==> src/rtl/fskr_pkg.sv <==
package fskr_pkg;

    // Register indices; byte address is four times the index
    localparam logic [7:0] IDX_SPACE_AMP = 8'h63;
    localparam logic [7:0] IDX_SPACE_FREQ = 8'h64;
    localparam logic [7:0] IDX_MARK_AMP = 8'h65;
    localparam logic [7:0] IDX_MARK_FREQ = 8'h66;
    localparam logic [7:0] IDX_S2M_GAIN = 8'h67;
    localparam logic [7:0] IDX_M2S_GAIN = 8'h68;
    localparam logic [7:0] IDX_RELOAD_CTL = 8'h20;
    localparam logic [7:0] IDX_MODE_CTL = 8'h6C;
    localparam logic [7:0] IDX_OSC_AMP = 8'h50;
    localparam logic [7:0] IDX_OSC_FREQ = 8'h51;
    localparam logic [7:0] IDX_OSC_TIMER = 8'h52;
    localparam logic [7:0] IDX_NEXT_SYM = 8'h53;
    localparam logic [7:0] IDX_STATUS = 8'h54;

    // Field positions
    localparam int ENABLE_BIT = 6;
    localparam int STAT_SYM_BIT = 0;
    localparam int STAT_ACT_BIT = 1;

    // Reset values
    localparam logic [15:0] COEF_RST = 16'h0000;
    localparam logic [15:0] TIMER_RST = 16'h0000;
    localparam logic [15:0] GAIN_UNITY = 16'h8000;
    localparam logic [15:0] GAIN_RST = 16'h8000;

    // Gain is unsigned with 15 fraction bits
    localparam int GAIN_FRAC = 15;

    // AXI responses
    localparam logic [1:0] RESP_OKAY = 2'h0;
    localparam logic [1:0] RESP_SLVERR = 2'h2;

    typedef enum logic {
        SYM_SPACE = 1'b0,
        SYM_MARK = 1'b1
    } fskr_sym_e;

    // Amplitude and frequency travel together
    typedef struct packed {
        logic [15:0] amp;
        logic [15:0] freq;
    } fskr_coef_s;

endpackage

==> src/rtl/fskr_top.sv <==
// The AXI4-Lite slave port is this design's own decision.
module fskr_top import fskr_pkg::*; (
    input wire logic aclk,
    input wire logic aresetn,
    input wire logic [11:0] s_axi_awaddr,
    input wire logic s_axi_awvalid,
    output logic s_axi_awready,
    input wire logic [31:0] s_axi_wdata,
    input wire logic [3:0] s_axi_wstrb,
    input wire logic s_axi_wvalid,
    output logic s_axi_wready,
    output logic [1:0] s_axi_bresp,
    output logic s_axi_bvalid,
    input wire logic s_axi_bready,
    input wire logic [11:0] s_axi_araddr,
    input wire logic s_axi_arvalid,
    output logic s_axi_arready,
    output logic [31:0] s_axi_rdata,
    output logic [1:0] s_axi_rresp,
    output logic s_axi_rvalid,
    input wire logic s_axi_rready,
    output logic [15:0] osc_amplitude,
    output logic [15:0] osc_frequency,
    output logic osc_reload,
    output logic osc_symbol
);

    // Byte lanes 0 and 1 merge into a 16-bit register
    function automatic logic [15:0] merge16(
        input logic [15:0] old,
        input logic [31:0] data,
        input logic [3:0] strb
    );
        logic [15:0] r;
        r = old;
        if (strb[0]) begin
            r[7:0] = data[7:0];
        end
        if (strb[1]) begin
            r[15:8] = data[15:8];
        end
        return r;
    endfunction

    // Software registers
    fskr_coef_s space_q;
    fskr_coef_s mark_q;
    fskr_coef_s osc_a_q;
    logic [15:0] s2m_gain_q;
    logic [15:0] m2s_gain_q;
    logic [15:0] timer_q;
    logic mode_en_q;
    logic reload_en_q;
    fskr_sym_e next_sym_q;

    // Oscillator state
    logic [15:0] cnt_q;
    fskr_sym_e cur_sym_q;
    logic [15:0] out_amp_q;
    logic [15:0] out_freq_q;
    logic reload_q;

    // Bus slave state
    logic aw_hold_q;
    logic w_hold_q;
    logic [7:0] aw_idx_q;
    logic [31:0] wdata_q;
    logic [3:0] wstrb_q;
    logic bvalid_q;
    logic [1:0] bresp_q;
    logic rvalid_q;
    logic [31:0] rdata_q;
    logic [1:0] rresp_q;

    // Write channel: address and data latched apart, write done when both held
    wire aw_fire = s_axi_awvalid && s_axi_awready;
    wire w_fire = s_axi_wvalid && s_axi_wready;
    wire do_write = aw_hold_q && w_hold_q && !bvalid_q;
    assign s_axi_awready = !aw_hold_q && !bvalid_q;
    assign s_axi_wready = !w_hold_q && !bvalid_q;
    assign s_axi_bvalid = bvalid_q;
    assign s_axi_bresp = bresp_q;

    // Write decode
    wire wr_space_amp = do_write && (aw_idx_q == IDX_SPACE_AMP);
    wire wr_space_freq = do_write && (aw_idx_q == IDX_SPACE_FREQ);
    wire wr_mark_amp = do_write && (aw_idx_q == IDX_MARK_AMP);
    wire wr_mark_freq = do_write && (aw_idx_q == IDX_MARK_FREQ);
    wire wr_s2m = do_write && (aw_idx_q == IDX_S2M_GAIN);
    wire wr_m2s = do_write && (aw_idx_q == IDX_M2S_GAIN);
    wire wr_rel = do_write && (aw_idx_q == IDX_RELOAD_CTL);
    wire wr_mode = do_write && (aw_idx_q == IDX_MODE_CTL);
    wire wr_osc_amp = do_write && (aw_idx_q == IDX_OSC_AMP);
    wire wr_osc_freq = do_write && (aw_idx_q == IDX_OSC_FREQ);
    wire wr_timer = do_write && (aw_idx_q == IDX_OSC_TIMER);
    wire wr_next = do_write && (aw_idx_q == IDX_NEXT_SYM);
    wire wr_hit = wr_space_amp || wr_space_freq || wr_mark_amp || wr_mark_freq
        || wr_s2m || wr_m2s || wr_rel || wr_mode || wr_osc_amp || wr_osc_freq
        || wr_timer || wr_next || (do_write && (aw_idx_q == IDX_STATUS));

    // Address and data holding
    always_ff @(posedge aclk) begin
        if (!aresetn) begin
            aw_hold_q <= 1'b0;
            w_hold_q <= 1'b0;
            aw_idx_q <= 8'h00;
            wdata_q <= 32'h00000000;
            wstrb_q <= 4'h0;
        end else begin
            if (aw_fire) begin
                aw_hold_q <= 1'b1;
                aw_idx_q <= s_axi_awaddr[9:2];
            end else if (do_write) begin
                aw_hold_q <= 1'b0;
            end
            if (w_fire) begin
                w_hold_q <= 1'b1;
                wdata_q <= s_axi_wdata;
                wstrb_q <= s_axi_wstrb;
            end else if (do_write) begin
                w_hold_q <= 1'b0;
            end
        end
    end

    // Write response; unmapped index answers SLVERR
    always_ff @(posedge aclk) begin
        if (!aresetn) begin
            bvalid_q <= 1'b0;
            bresp_q <= RESP_OKAY;
        end else if (do_write) begin
            bvalid_q <= 1'b1;
            bresp_q <= wr_hit ? RESP_OKAY : RESP_SLVERR;
        end else if (s_axi_bready) begin
            bvalid_q <= 1'b0;
        end
    end

    // Coefficient registers
    always_ff @(posedge aclk) begin
        if (!aresetn) begin
            space_q <= {COEF_RST, COEF_RST};
            mark_q <= {COEF_RST, COEF_RST};
            osc_a_q <= {COEF_RST, COEF_RST};
            s2m_gain_q <= GAIN_RST;
            m2s_gain_q <= GAIN_RST;
        end else begin
            if (wr_space_amp) space_q.amp <= merge16(space_q.amp, wdata_q, wstrb_q);
            if (wr_space_freq) space_q.freq <= merge16(space_q.freq, wdata_q, wstrb_q);
            if (wr_mark_amp) mark_q.amp <= merge16(mark_q.amp, wdata_q, wstrb_q);
            if (wr_mark_freq) mark_q.freq <= merge16(mark_q.freq, wdata_q, wstrb_q);
            if (wr_osc_amp) osc_a_q.amp <= merge16(osc_a_q.amp, wdata_q, wstrb_q);
            if (wr_osc_freq) osc_a_q.freq <= merge16(osc_a_q.freq, wdata_q, wstrb_q);
            if (wr_s2m) s2m_gain_q <= merge16(s2m_gain_q, wdata_q, wstrb_q);
            if (wr_m2s) m2s_gain_q <= merge16(m2s_gain_q, wdata_q, wstrb_q);
        end
    end

    // Control bits and the symbol that software queues for the next period
    always_ff @(posedge aclk) begin
        if (!aresetn) begin
            timer_q <= TIMER_RST;
            mode_en_q <= 1'b0;
            reload_en_q <= 1'b0;
            next_sym_q <= SYM_SPACE;
        end else begin
            if (wr_timer) timer_q <= merge16(timer_q, wdata_q, wstrb_q);
            if (wr_mode && wstrb_q[0]) mode_en_q <= wdata_q[ENABLE_BIT];
            if (wr_rel && wstrb_q[0]) reload_en_q <= wdata_q[ENABLE_BIT];
            if (wr_next && wstrb_q[0]) next_sym_q <= fskr_sym_e'(wdata_q[0]);
        end
    end

    // Shift keying only when both enables are set
    wire fsk_on = mode_en_q && reload_en_q;

    // Active timer: period of timer_q cycles, zero stops it
    wire timer_run = (timer_q != 16'h0000);
    wire expire = timer_run && (cnt_q == 16'h0000);
    wire [15:0] cnt_d = expire ? timer_q - 16'h0001 : (timer_run ? cnt_q - 16'h0001 : 16'h0000);

    // Coefficient and gain selection for the coming symbol
    wire is_mark = (next_sym_q == SYM_MARK);
    wire fskr_coef_s sel_coef = is_mark ? mark_q : space_q;
    wire turn = (next_sym_q != cur_sym_q);
    wire [15:0] gain_sel = !turn ? GAIN_UNITY : (is_mark ? s2m_gain_q : m2s_gain_q);
    wire [31:0] prod = sel_coef.amp * gain_sel;
    wire [15:0] scaled_amp = prod[GAIN_FRAC +: 16];

    // Oscillator reload on expiry; normal coefficients when keying is off
    always_ff @(posedge aclk) begin
        if (!aresetn) begin
            cnt_q <= 16'h0000;
            cur_sym_q <= SYM_SPACE;
            out_amp_q <= COEF_RST;
            out_freq_q <= COEF_RST;
            reload_q <= 1'b0;
        end else begin
            cnt_q <= cnt_d;
            reload_q <= expire;
            if (expire && fsk_on) begin
                out_amp_q <= scaled_amp;
                out_freq_q <= sel_coef.freq;
                cur_sym_q <= next_sym_q;
            end else if (expire) begin
                out_amp_q <= osc_a_q.amp;
                out_freq_q <= osc_a_q.freq;
            end
        end
    end

    assign osc_amplitude = out_amp_q;
    assign osc_frequency = out_freq_q;
    assign osc_reload = reload_q;
    assign osc_symbol = cur_sym_q;

    // Read decode; a read sees the register, status shows live symbol
    wire [7:0] ar_idx = s_axi_araddr[9:2];
    wire ar_fire = s_axi_arvalid && s_axi_arready;
    assign s_axi_arready = !rvalid_q;
    logic [31:0] rd_mux;
    logic rd_hit;

    always_comb begin
        rd_mux = 32'h00000000;
        rd_hit = 1'b1;
        if (ar_idx == IDX_SPACE_AMP) begin
            rd_mux[15:0] = space_q.amp;
        end else if (ar_idx == IDX_SPACE_FREQ) begin
            rd_mux[15:0] = space_q.freq;
        end else if (ar_idx == IDX_MARK_AMP) begin
            rd_mux[15:0] = mark_q.amp;
        end else if (ar_idx == IDX_MARK_FREQ) begin
            rd_mux[15:0] = mark_q.freq;
        end else if (ar_idx == IDX_S2M_GAIN) begin
            rd_mux[15:0] = s2m_gain_q;
        end else if (ar_idx == IDX_M2S_GAIN) begin
            rd_mux[15:0] = m2s_gain_q;
        end else if (ar_idx == IDX_RELOAD_CTL) begin
            rd_mux[ENABLE_BIT] = reload_en_q;
        end else if (ar_idx == IDX_MODE_CTL) begin
            rd_mux[ENABLE_BIT] = mode_en_q;
        end else if (ar_idx == IDX_OSC_AMP) begin
            rd_mux[15:0] = osc_a_q.amp;
        end else if (ar_idx == IDX_OSC_FREQ) begin
            rd_mux[15:0] = osc_a_q.freq;
        end else if (ar_idx == IDX_OSC_TIMER) begin
            rd_mux[15:0] = timer_q;
        end else if (ar_idx == IDX_NEXT_SYM) begin
            rd_mux[0] = next_sym_q;
        end else if (ar_idx == IDX_STATUS) begin
            rd_mux[STAT_SYM_BIT] = cur_sym_q;
            rd_mux[STAT_ACT_BIT] = fsk_on;
        end else begin
            rd_hit = 1'b0;
        end
    end

    // Read data held until the master takes it
    always_ff @(posedge aclk) begin
        if (!aresetn) begin
            rvalid_q <= 1'b0;
            rdata_q <= 32'h00000000;
            rresp_q <= RESP_OKAY;
        end else if (ar_fire) begin
            rvalid_q <= 1'b1;
            rdata_q <= rd_mux;
            rresp_q <= rd_hit ? RESP_OKAY : RESP_SLVERR;
        end else if (s_axi_rready) begin
            rvalid_q <= 1'b0;
        end
    end

    assign s_axi_rvalid = rvalid_q;
    assign s_axi_rdata = rdata_q;
    assign s_axi_rresp = rresp_q;
endmodule

==> config.mk <==
export PLATFORM = sky130hd
export DESIGN_NAME = fskr_top
export DESIGN_NICKNAME = d
export VERILOG_FILES = /design/src/rtl/fskr_pkg.sv /design/src/rtl/fskr_top.sv
export SDC_FILE = /design/constraint.sdc
export NUM_CORES = 1
export LEC_CHECK = 0
export BUFFER_PORTS_ARGS = -buffer_cell sky130_fd_sc_hd__clkbuf_2
export CAP_MARGIN = 30
export CORE_MARGIN = 1
export CORE_UTILIZATION = 65
export CTS_CLUSTER_DIAMETER = 80
export DETAILED_ROUTE_END_ITERATION = 6
export PLACE_DENSITY = 0.85
export SETUP_SLACK_MARGIN = 0.05
export SYNTH_ARGS = -nofsm -noshare
export SYNTH_HDL_FRONTEND = slang
export SYNTH_SLANG_ARGS = --single-unit
==> constraint.sdc <==
create_clock -name aclk -period 14.1 [get_ports aclk]
set_clock_uncertainty 0.1 [all_clocks]
set_input_delay 2.82 -clock aclk [delete_from_list [all_inputs] [get_ports aclk]]
set_output_delay 2.82 -clock aclk [all_outputs]
set_load 0.05 [all_outputs]
==> results.yml, run 1 <==
timing:
  layout_worst_path_cycle_share_pct: 60.1
  grt_setup_unrepaired: "false"
  fmax_mhz: 118
  setup_viol: 0
  fin_crit_ps: 8470
  maxSlewViolCount: 0
  slew_headroom_pct: 26.9
  tightest_slew_ps: 1070
  finalHoldViolations: 0
  finalWorstSetupSlack_ps: 5630
  tns_ps: 0
global_routing:
  grt_remaining_overflow: 0
  grt_max_degree: 132
  gr-usage-all-layers_pct: 37.4
  antenna_found_initial: 0
  grt_pass1_wl_um: 90200
  grt_pass1_vias: 16800
floorplan:
  fp.dieH_um: 176
  rows: 63
  coreArea_um2: 29600
  ios: 142
  die_w_um: 176
  die_area_um2: 30900
  start_util_pct: 66.2
drt:
  routed_wl_um: 56900
  dr.pass1.iters: 6
  wl_per_cell_um: 21.0
  via_per_inst: 6.25
  antenna_left: 0
  drc: 0
  num_vias: 17000
  drtIter0Drc: 1722
placement:
  post_dp_cell_area_um2: 20300
  dp_hpwl_um: 42600
  place.gp.congestion: 1.03
  dp_worst_setup_slack_ps: 5820
  io_buffers: 97
cts:
  root_buffer: "clkbuf_16"
  postCtsHoldBufs: 0
  htreeDepth: 1
  cts_buffers: 24
  clockBufferDepth: 3
  clk_pin_slew_ps: 70
  cts_resized: 0
  clock-sinks: 245
  cts_tree: "built"
  worstSkewPairLatency_ps: 540
  post_cts_buffers: 0
yosys:
  yosysMostFrequentCell: "nor2_1"
  seq_area_frac_synth_pct: 25.0
  synth_area_leader_cell: "dfxtp_1"
  syn_inst: 2273
  syn_area_um2: 19600
  yosysTopAreaCellShare_pct: 25.0
  synth.distinct_cells: 77
  async_flop_share_pct: 0
  synth_edf_count: 0
  ys_ff_latch: 245
  synthTopCellsByCount: "nor2_1, nand2_1, dfxtp_1, inv_1, mux2i_1"
  synth_area_leaders: "dfxtp_1, fa_1, mux2i_1, ha_1, nor2_1"
  yosysWarnings: 0
  avgSynthCellArea_um2: 8.63
  ys.flop_type: "dfxtp_1"
worst_hold_path:
  hold_class: "reg2reg"
power:
  leakage_nw: 9.10
  ir_drop_mv: 0.0901
  p_per_area_nw_per_um2: 68.6
worst_setup_path:
  timing.rr.end: "osc_amplitude[8]"
  cp.required_ps: 14400
  rrSetupSlack_ps: 5630
  critPathMaxFanout: 58
  crit_type: "reg2reg"
  critPathLaunchType: "register"
  endpoint_kind: "register"
  critical_path.endpoint: "osc_amplitude[8]"
  worstPathArrival_ps: 8770
  r2r_cells: 25
  crit_start: "is_mark"
  timing.rr.start: "is_mark"
cells_and_area:
  syn_to_final_growth_pct: 7.63
  fin_nets: 2666
  n_antenna_cell: 0
  final_cell_area_um2: 21100
  layout-drive-gt1-share_pct: 10.2
outcome:
  outcome: "finished, final reports clean"
flow_run:
  maxCapViolCount: 0
through the flow:
step / std cells / total power [mW] / util, % / hold slack [ps]
final: 2716 / 1.45 / 71.2 / 356
after global routing: 2716 / 1.48 / 71.2 / 374
after CTS: 2716 / 1.44 / 71.2 / 355
after detailed placement: 2672 / 0.823 / 68.6 / 346
after global placement: 2664 / 0.821 / 68.3 / 338
after floorplan: 2290 / 0.800 / - / 339
critical path: stages (launching register included):
cell     delay, ps
dfxtp_2        310
buf_4          660
nor2b_1        260
buf_4          340
a22o_1         710
nand2_1        190
fa_1           560
inv_1           50
fa_1           490
inv_1           50
fa_1           530
inv_1           50
fa_1           380
fa_1           520
inv_1           50
fa_1           470
inv_1           40
ha_1           410
a21oi_1        190
o21ai_0        160
o31ai_1        470
a21oi_1        200
or4_1          510
and3_1         210
a21oi_1        210
a21oi_1        110
placed cells by master (no fill, tap or decap), drive strengths merged, types with 32 or more instances in the layout:
cell and instances:
inv 242, mux2i 194, nor2 331, clkbuf 127, buf 32, fa 192, o21ai 55, a21oi 93
ha 99, nand2 311, dfxtp 245
worst min path at each step:
stage,startpoint,endpoint,slack (ps),cells after the start
3_3_place_gp,osc_frequency[7],osc_frequency[7],340,2
6_report,osc_frequency[13],osc_frequency[13],360,2
2_1_floorplan,aw_idx_q[4],aw_idx_q[4],340,2
4_1_cts,osc_frequency[13],osc_frequency[13],360,2
3_5_place_dp,osc_frequency[13],osc_frequency[13],350,2
5_1_grt,osc_frequency[9],osc_frequency[9],370,2
registers in the layout, summed over array words and instances (netlist names):
register,cells
osc_reload,1
osc_symbol,1
s_axi_bresp,1
reload_en_q,1
s_axi_rresp,1
is_mark,1
cnt_q,16
timer_q,16
w_hold_q,1
wstrb_q,2
s_axi_rdata,16
s_axi_bvalid,1
s_axi_rvalid,1
osc_frequency,16
osc_a_q,32
wdata_q,16
s2m_gain_q,16
aw_idx_q,8
mode_en_q,1
osc_amplitude,16
m2s_gain_q,16
mark_q,32
aw_hold_q,1
space_q,32
metal layers:
metal,track usage [%],vias to the layer above,part of all wire [%]
met5,0,-,0
met4,20.0,0,5.8
met3,6.04,204,11
met2,58.8,1048,45
met1,49.5,8198,39
li1,-,7529,-
kinds of logic after synthesis:
group | synth area share, %
muxes | 12.0
other | 0.0191
AOI/OAI and AO/OA | 10.3
xor gates and xnor gates | 1.65
adders and majority gates | 25.9
and+or+nand+nor | 17.4
buffers and inverters | 7.72
DFF | 25.0
report_power, final:
| group | total [mW] | internal [mW] | switching (mW) |
|---|---|---|---|
| Sequential | 0.721 | 0.701 | 0.0197 |
| Clock | 0.638 | 0.354 | 0.284 |
| Combinational | 0.0894 | 0.0211 | 0.0683 |
| Total | 1.45 | 1.08 | 0.371 |
final cells by class:
type                            instances  area [um^2]
Fill cell                            2282         8530
Clock inverter                         14          116
Timing Repair Buffer                  129          744
Tap cell                              390          488
Inverter                              242          913
Sequential cell                       245         4910
Multi-Input combinational cell       1666        13300
Clock buffer                           30          663
Note: power is estimated with default switching activity, not from simulation.
==> run 2, diff against run 1 <==
- CORE_UTILIZATION: 65 -> 62
- PLACE_DENSITY: 0.85 -> 0.82
- clock period: 14.1 -> 8.8 ns (I/O delays scaled with it)
==> run 2 against run 1 <==
Effect of this change:
- the run now ends with design-rule violations left
- cell area grew 0.33%
- non-clock buffer count grew 7
- routed wire length grew 1.1%
- combinational power grew 61%
- clock power grew 66%
- fmax grew 5.2%
- critical path depth shrank 3
- sequential share of layout area shrank 0.077 points
- hold slack lost 0.65 ps
- critical path type unchanged
==> results.yml, run 2 (synthesis gave the netlist of run 1 again) <==
outcome:
  outcome: "finished with violations"
  violations: "design-rule violations"
cts:
  clock-sinks: 245
  cts_resized: 0
  worstSkewPairLatency_ps: 530
  clk_pin_slew_ps: 70
  clockBufferDepth: 3
  post_cts_buffers: 0
  cts_buffers: 24
  postCtsHoldBufs: 0
  root_buffer: "clkbuf_16"
  cts_tree: "built"
  htreeDepth: 1
drt:
  wl_met1_um: 22700
  via_per_inst: 6.19
  route.met2.wl_um: 25600
  wl_met3_um: 6610
  antenna_left: 0
  routed_wl_um: 57500
  wl_per_cell_um: 21.1
  top_layer: "met4"
  dr.pass1.iters: 7
  num_vias: 16900
  drtIter0Drc: 1931
  drc: 8
timing:
  finalHoldViolations: 0
  grt_setup_unrepaired: "false"
  tns_ps: 0
  setup_viol: 0
  maxSlewViolCount: 0
  fin_crit_ps: 8060
  layout_worst_path_cycle_share_pct: 91.5
  slew_headroom_pct: 27.4
  tightest_slew_ps: 1090
  fmax_mhz: 124
cells_and_area:
  fin_util_pct: 68.7
  final-seq-area_um2: 4910
  fin_nets: 2673
  nFillCells: 2386
  syn_to_final_growth_pct: 7.99
  top_regs: "mark_q (32), osc_a_q (32), space_q (32)"
  final_cell_mix: "nor2_1, nand2_1, dfxtp_1, inv_1, mux2i_1"
  multi_input_area_um2: 13300
  layout-drive-gt1-share_pct: 10.5
  final_common_cell: "nor2_1"
  final_cell_area_um2: 21200
  n_antenna_cell: 0
floorplan:
  die_w_um: 180
  start_util_pct: 63.6
  die_area_um2: 32300
  rows: 64
  ios: 142
  fp.dieH_um: 180
  coreArea_um2: 30800
placement:
  dp_hpwl_um: 43200
  place.gp.congestion: 1.01
  io_buffers: 97
  post_dp_cell_area_um2: 20400
power:
  p_int_mw: 1.77
  comb_power_share_pct: 6.1
  p_sw_share_pct: 24.9
  power_frac_seq_pct: 49.1
  leakage_nw: 9.16
  clockPowerShare_pct: 44.9
  ir_drop_mv: 0.183
  p_per_area_nw_per_um2: 111
  p_switching_mw: 0.588
  total_power_mw: 2.36
worst_setup_path:
  max_stage_delay_ps: 850
  cp_common_cell: "fa_1"
  critPathLaunchType: "register"
  crit_family: "adder cells"
  critPathMaxFanout: 18
  crit_chain: "buf_4, mux2i_1, nor2_1, fa_1, inv_1, fa_1, fa_1, fa_1, inv_1, fa_1, inv_1, fa_1, inv_1, ha_1, nand2_1, a2111oi_0, o22ai_1, nor4b_1, o31ai_1, and3_1, o31a_1, nor2_1"
  critPathBufInv: 5
  worstPathArrival_ps: 8420
  endpoint_kind: "register"
  crit_type: "reg2reg"
  cpMaxStageDelayCell: "nor4b_1"
  cp.required_ps: 9160
global_routing:
  antenna_found_initial: 0
  grt_remaining_overflow: 0
  grt_pass1_wl_um: 91000
  grt_max_degree: 138
  gr-usage-all-layers_pct: 35.6
  grt_pass1_vias: 16900
flow_run:
  maxCapViolCount: 0
worst_hold_path:
  hold_class: "reg2reg"
==> run 2: changes by cell type in the layout (fill, tap and decap cells not counted), moves of 3 or more <==
cell	change
clkbuf_8	+4
clkinvlp_4	-3
buf_6	-3
buf_4	+11
==> run 2: path summary, 6_finish.rpt <==
| path | to | depth (start not counted) | slack [ps] | from |
|---|---|---|---|---|
| setup reg to reg | osc_amplitude[9] | 22 | 740 | is_mark |
| hold reg to reg | osc_frequency[11] | 2 | 360 | osc_frequency[11] |
| hold / removal | osc_frequency[11] | 2 | 360 | osc_frequency[11] |
| setup / recovery | osc_amplitude[9] | 22 | 740 | is_mark |
==> run 2: cell type report <==
cell class | count | area share (%)
Tap cell | 396 | 2.34
Clock buffer | 34 | 3.49
Sequential cell | 245 | 23.2
Clock inverter | 10 | 0.366
Timing Repair Buffer | 136 | 3.68
Inverter | 242 | 4.31
Multi-Input combinational cell | 1666 | 62.6
==> run 2: worst register-to-register path, cell delays in order, from the launching register on <==
cell,delay (ps)
dfxtp_2,610
buf_4,350
mux2i_1,770
nor2_1,170
fa_1,570
inv_1,50
fa_1,460
fa_1,500
fa_1,540
inv_1,50
fa_1,470
inv_1,40
fa_1,470
inv_1,40
ha_1,310
nand2_1,110
a2111oi_0,370
o22ai_1,340
nor4b_1,850
o31ai_1,210
and3_1,240
o31a_1,310
nor2_1,100
==> run 2: routing by layer <==
metal  global-route usage, %  vias to the layer above
li1                        -                     7532
met1                    47.4                     8165
met2                    56.7                     1009
met3                    7.19                      177
met4                    15.1                        0
met5                       0                        -
==> run 2: power by group through the flow <==
stage | Sequential [mW] | Clock (mW) | Combinational (mW)
floorplan | 1.18 | 0 | 0.105
global placement | 1.18 | 0 | 0.139
detailed placement | 1.18 | 0 | 0.141
CTS | 1.16 | 1.05 | 0.142
global route | 1.16 | 1.10 | 0.153
finish | 1.16 | 1.06 | 0.144
==> run 2: per-stage QoR <==
stage	hold slack [ps]	setup WS, ps	std cells
3_5_place_dp	344	892	2684
6_report	355	744	2729
4_1_cts	357	869	2728
2_1_floorplan	339	1470	2290
5_1_grt	374	434	2729
3_3_place_gp	338	1070	2681
==> run 3, diff against run 2 <==
- BUFFER_PORTS_ARGS: -buffer_cell sky130_fd_sc_hd__clkbuf_2 -> unset
- CORE_UTILIZATION: 62 -> 65
- DONT_BUFFER_PORTS: unset -> 1
- PLACE_DENSITY: 0.82 -> 0.81
==> run 3 against run 2 <==
Effect of this change:
- the run now ends clean
- cell count fell by 3.7%
- die area fell by 4.6%
- hold slack improved by 32 ps
- setup slack got worse by 290 ps
- core utilization rose by 1.1 points
- first-iteration DRC count fell by 17%
- routed wire length rose by 0.70%
- sequential power barely moved
- clock-buffer cell count fell by 4
- register-to-register slack got worse by 290 ps
==> results.yml, run 3 (synthesis gave the netlist of run 1 again) <==
floorplan:
  start_util_pct: 66.2
  coreArea_um2: 29600
  die_area_um2: 30900
  ios: 142
  fp.dieH_um: 176
  die_w_um: 176
  rows: 63
worst_setup_path:
  critPathMaxFanout: 19
  max_stage_delay_ps: 680
  cp_common_cell: "fa_1"
  endpoint_kind: "register"
  crit_chain: "nor2b_1, buf_4, a22o_1, nand2_1, fa_1, inv_1, fa_1, inv_1, fa_1, inv_1, fa_1, fa_1, inv_1, fa_1, inv_1, ha_1, a21oi_1, o21ai_0, o31ai_1, a21oi_1, or4_1, and3_1, a21oi_1, a21oi_1"
  critPathLaunchType: "register"
  worstPathArrival_ps: 8670
  cp.required_ps: 9120
  cpMaxStageDelayCell: "a22o_1"
  crit_type: "reg2reg"
cts:
  worstSkewPairLatency_ps: 540
  clk_pin_slew_ps: 70
  root_buffer: "clkbuf_16"
  postCtsHoldBufs: 0
  clockBufferDepth: 3
  post_cts_buffers: 0
  htreeDepth: 1
  cts_buffers: 25
  clock-sinks: 245
  cts_resized: 0
  cts_tree: "built"
timing:
  finalHoldViolations: 0
  grt_setup_unrepaired: "false"
  setup_viol: 0
  tightest_slew_ps: 1130
  fin_crit_ps: 8340
  slew_headroom_pct: 24.8
  fmax_mhz: 120
  layout_worst_path_cycle_share_pct: 94.8
  finalWorstSetupSlack_ps: 457
  tns_ps: 0
  maxSlewViolCount: 0
drt:
  wl_per_cell_um: 22.0
  drc: 0
  num_vias: 16600
  antenna_left: 0
  routed_wl_um: 57900
  drtIter0Drc: 1595
  via_per_inst: 6.32
  dr.pass1.iters: 5
global_routing:
  grt_pass1_vias: 16600
  grt_pass1_wl_um: 91400
  gr-usage-all-layers_pct: 38.3
  grt_remaining_overflow: 0
  antenna_found_initial: 1
  grt_max_degree: 78
placement:
  io_buffers: 0
  place.gp.congestion: 0.983
  dp_worst_setup_slack_ps: 641
  dp_hpwl_um: 43400
cells_and_area:
  top_regs: "mark_q (32), osc_a_q (32), space_q (32)"
  layout-drive-gt1-share_pct: 6.70
  syn_to_final_growth_pct: 5.55
  fin_nets: 2578
  final_cell_mix: "nor2_1, nand2_1, dfxtp_1, inv_1, mux2i_1"
  final_common_cell: "nor2_1"
  n_antenna_cell: 0
outcome:
  outcome: "finished, final reports clean"
power:
  p_per_area_nw_per_um2: 113
  leakage_nw: 8.71
  ir_drop_mv: 0.197
worst_hold_path:
  hold_class: "reg2reg"
flow_run:
  maxCapViolCount: 0
[run 3: cell count changes in the layout (fill, tap and decap cells not counted), moves of 2 or more]
cell        delta
clkbuf_2      -97
clkbuf_8       -6
clkinvlp_4     +5
clkinv_2       -4
inv_6          +3
clkbuf_1       +2
[run 3: routing by layer]
metal  up-vias  wire (um)  share of wire, %  track usage [%]
li1       7340          -                 -                -
met1      8120      22900                39             51.5
met2       971      25700                44             58.6
met3       192       6150                11             7.53
met4         2       3180               5.5             20.0
met5         -         13             0.022                0
[run 3: cell type report]
cell class                 count  area (um^2)
multi-input combinational   1666        13300
tap                          390          488
inverter                     242          913
timing repair buffer          40          300
clock buffer                  30          664
clock inverter                16          160
fill                        2368         8940
sequential                   245         4910
[run 3: per-stage QoR]
| stage | hold WS [ps] | area [um^2] | power [mW] | util [%] | instances |
|---|---|---|---|---|---|
| 2_1_floorplan | 339 | 19700 | 1.28 | - | 2290 |
| 3_3_place_gp | 354 | 19800 | 1.29 | 66.9 | 2577 |
| 3_5_place_dp | 374 | 19900 | 1.29 | 67.0 | 2582 |
| 4_1_cts | 383 | 20700 | 2.34 | 69.8 | 2628 |
| 5_1_grt | 411 | 20700 | 2.40 | 69.8 | 2629 |
| 6_report | 387 | 20700 | 2.34 | 69.8 | 2629 |
[run 3: power by group]
group / switching (mW) / leakage, nW / internal [mW] / total [mW]
clock network: 0.464 / 0.389 / 0.604 / 1.07
registers: 0.0550 / 1.98 / 1.12 / 1.18
logic: 0.0715 / 6.34 / 0.0236 / 0.0952
total: 0.591 / 8.71 / 1.75 / 2.34
[run 3: critical path, delay by kind of cell (launching register included)]
kind | cells | cell delay (ps)
AND/OR/NAND/NOR | 4 | 1390
AO/OA/AOI/OAI | 7 | 2110
buffers and inverters | 6 | 610
adder cells (fa/ha/maj) | 7 | 3370
flip-flops | 1 | 620
[run 3: worst paths after layout]
path / startpoint / endpoint / slack, ps / cells past startpoint
setup / recovery: is_mark / osc_amplitude[8] / 460 / 24
hold / removal: aw_idx_q[7] / aw_idx_q[7] / 390 / 2
setup reg to reg: is_mark / osc_amplitude[8] / 460 / 24
hold reg to reg: aw_idx_q[7] / aw_idx_q[7] / 390 / 2
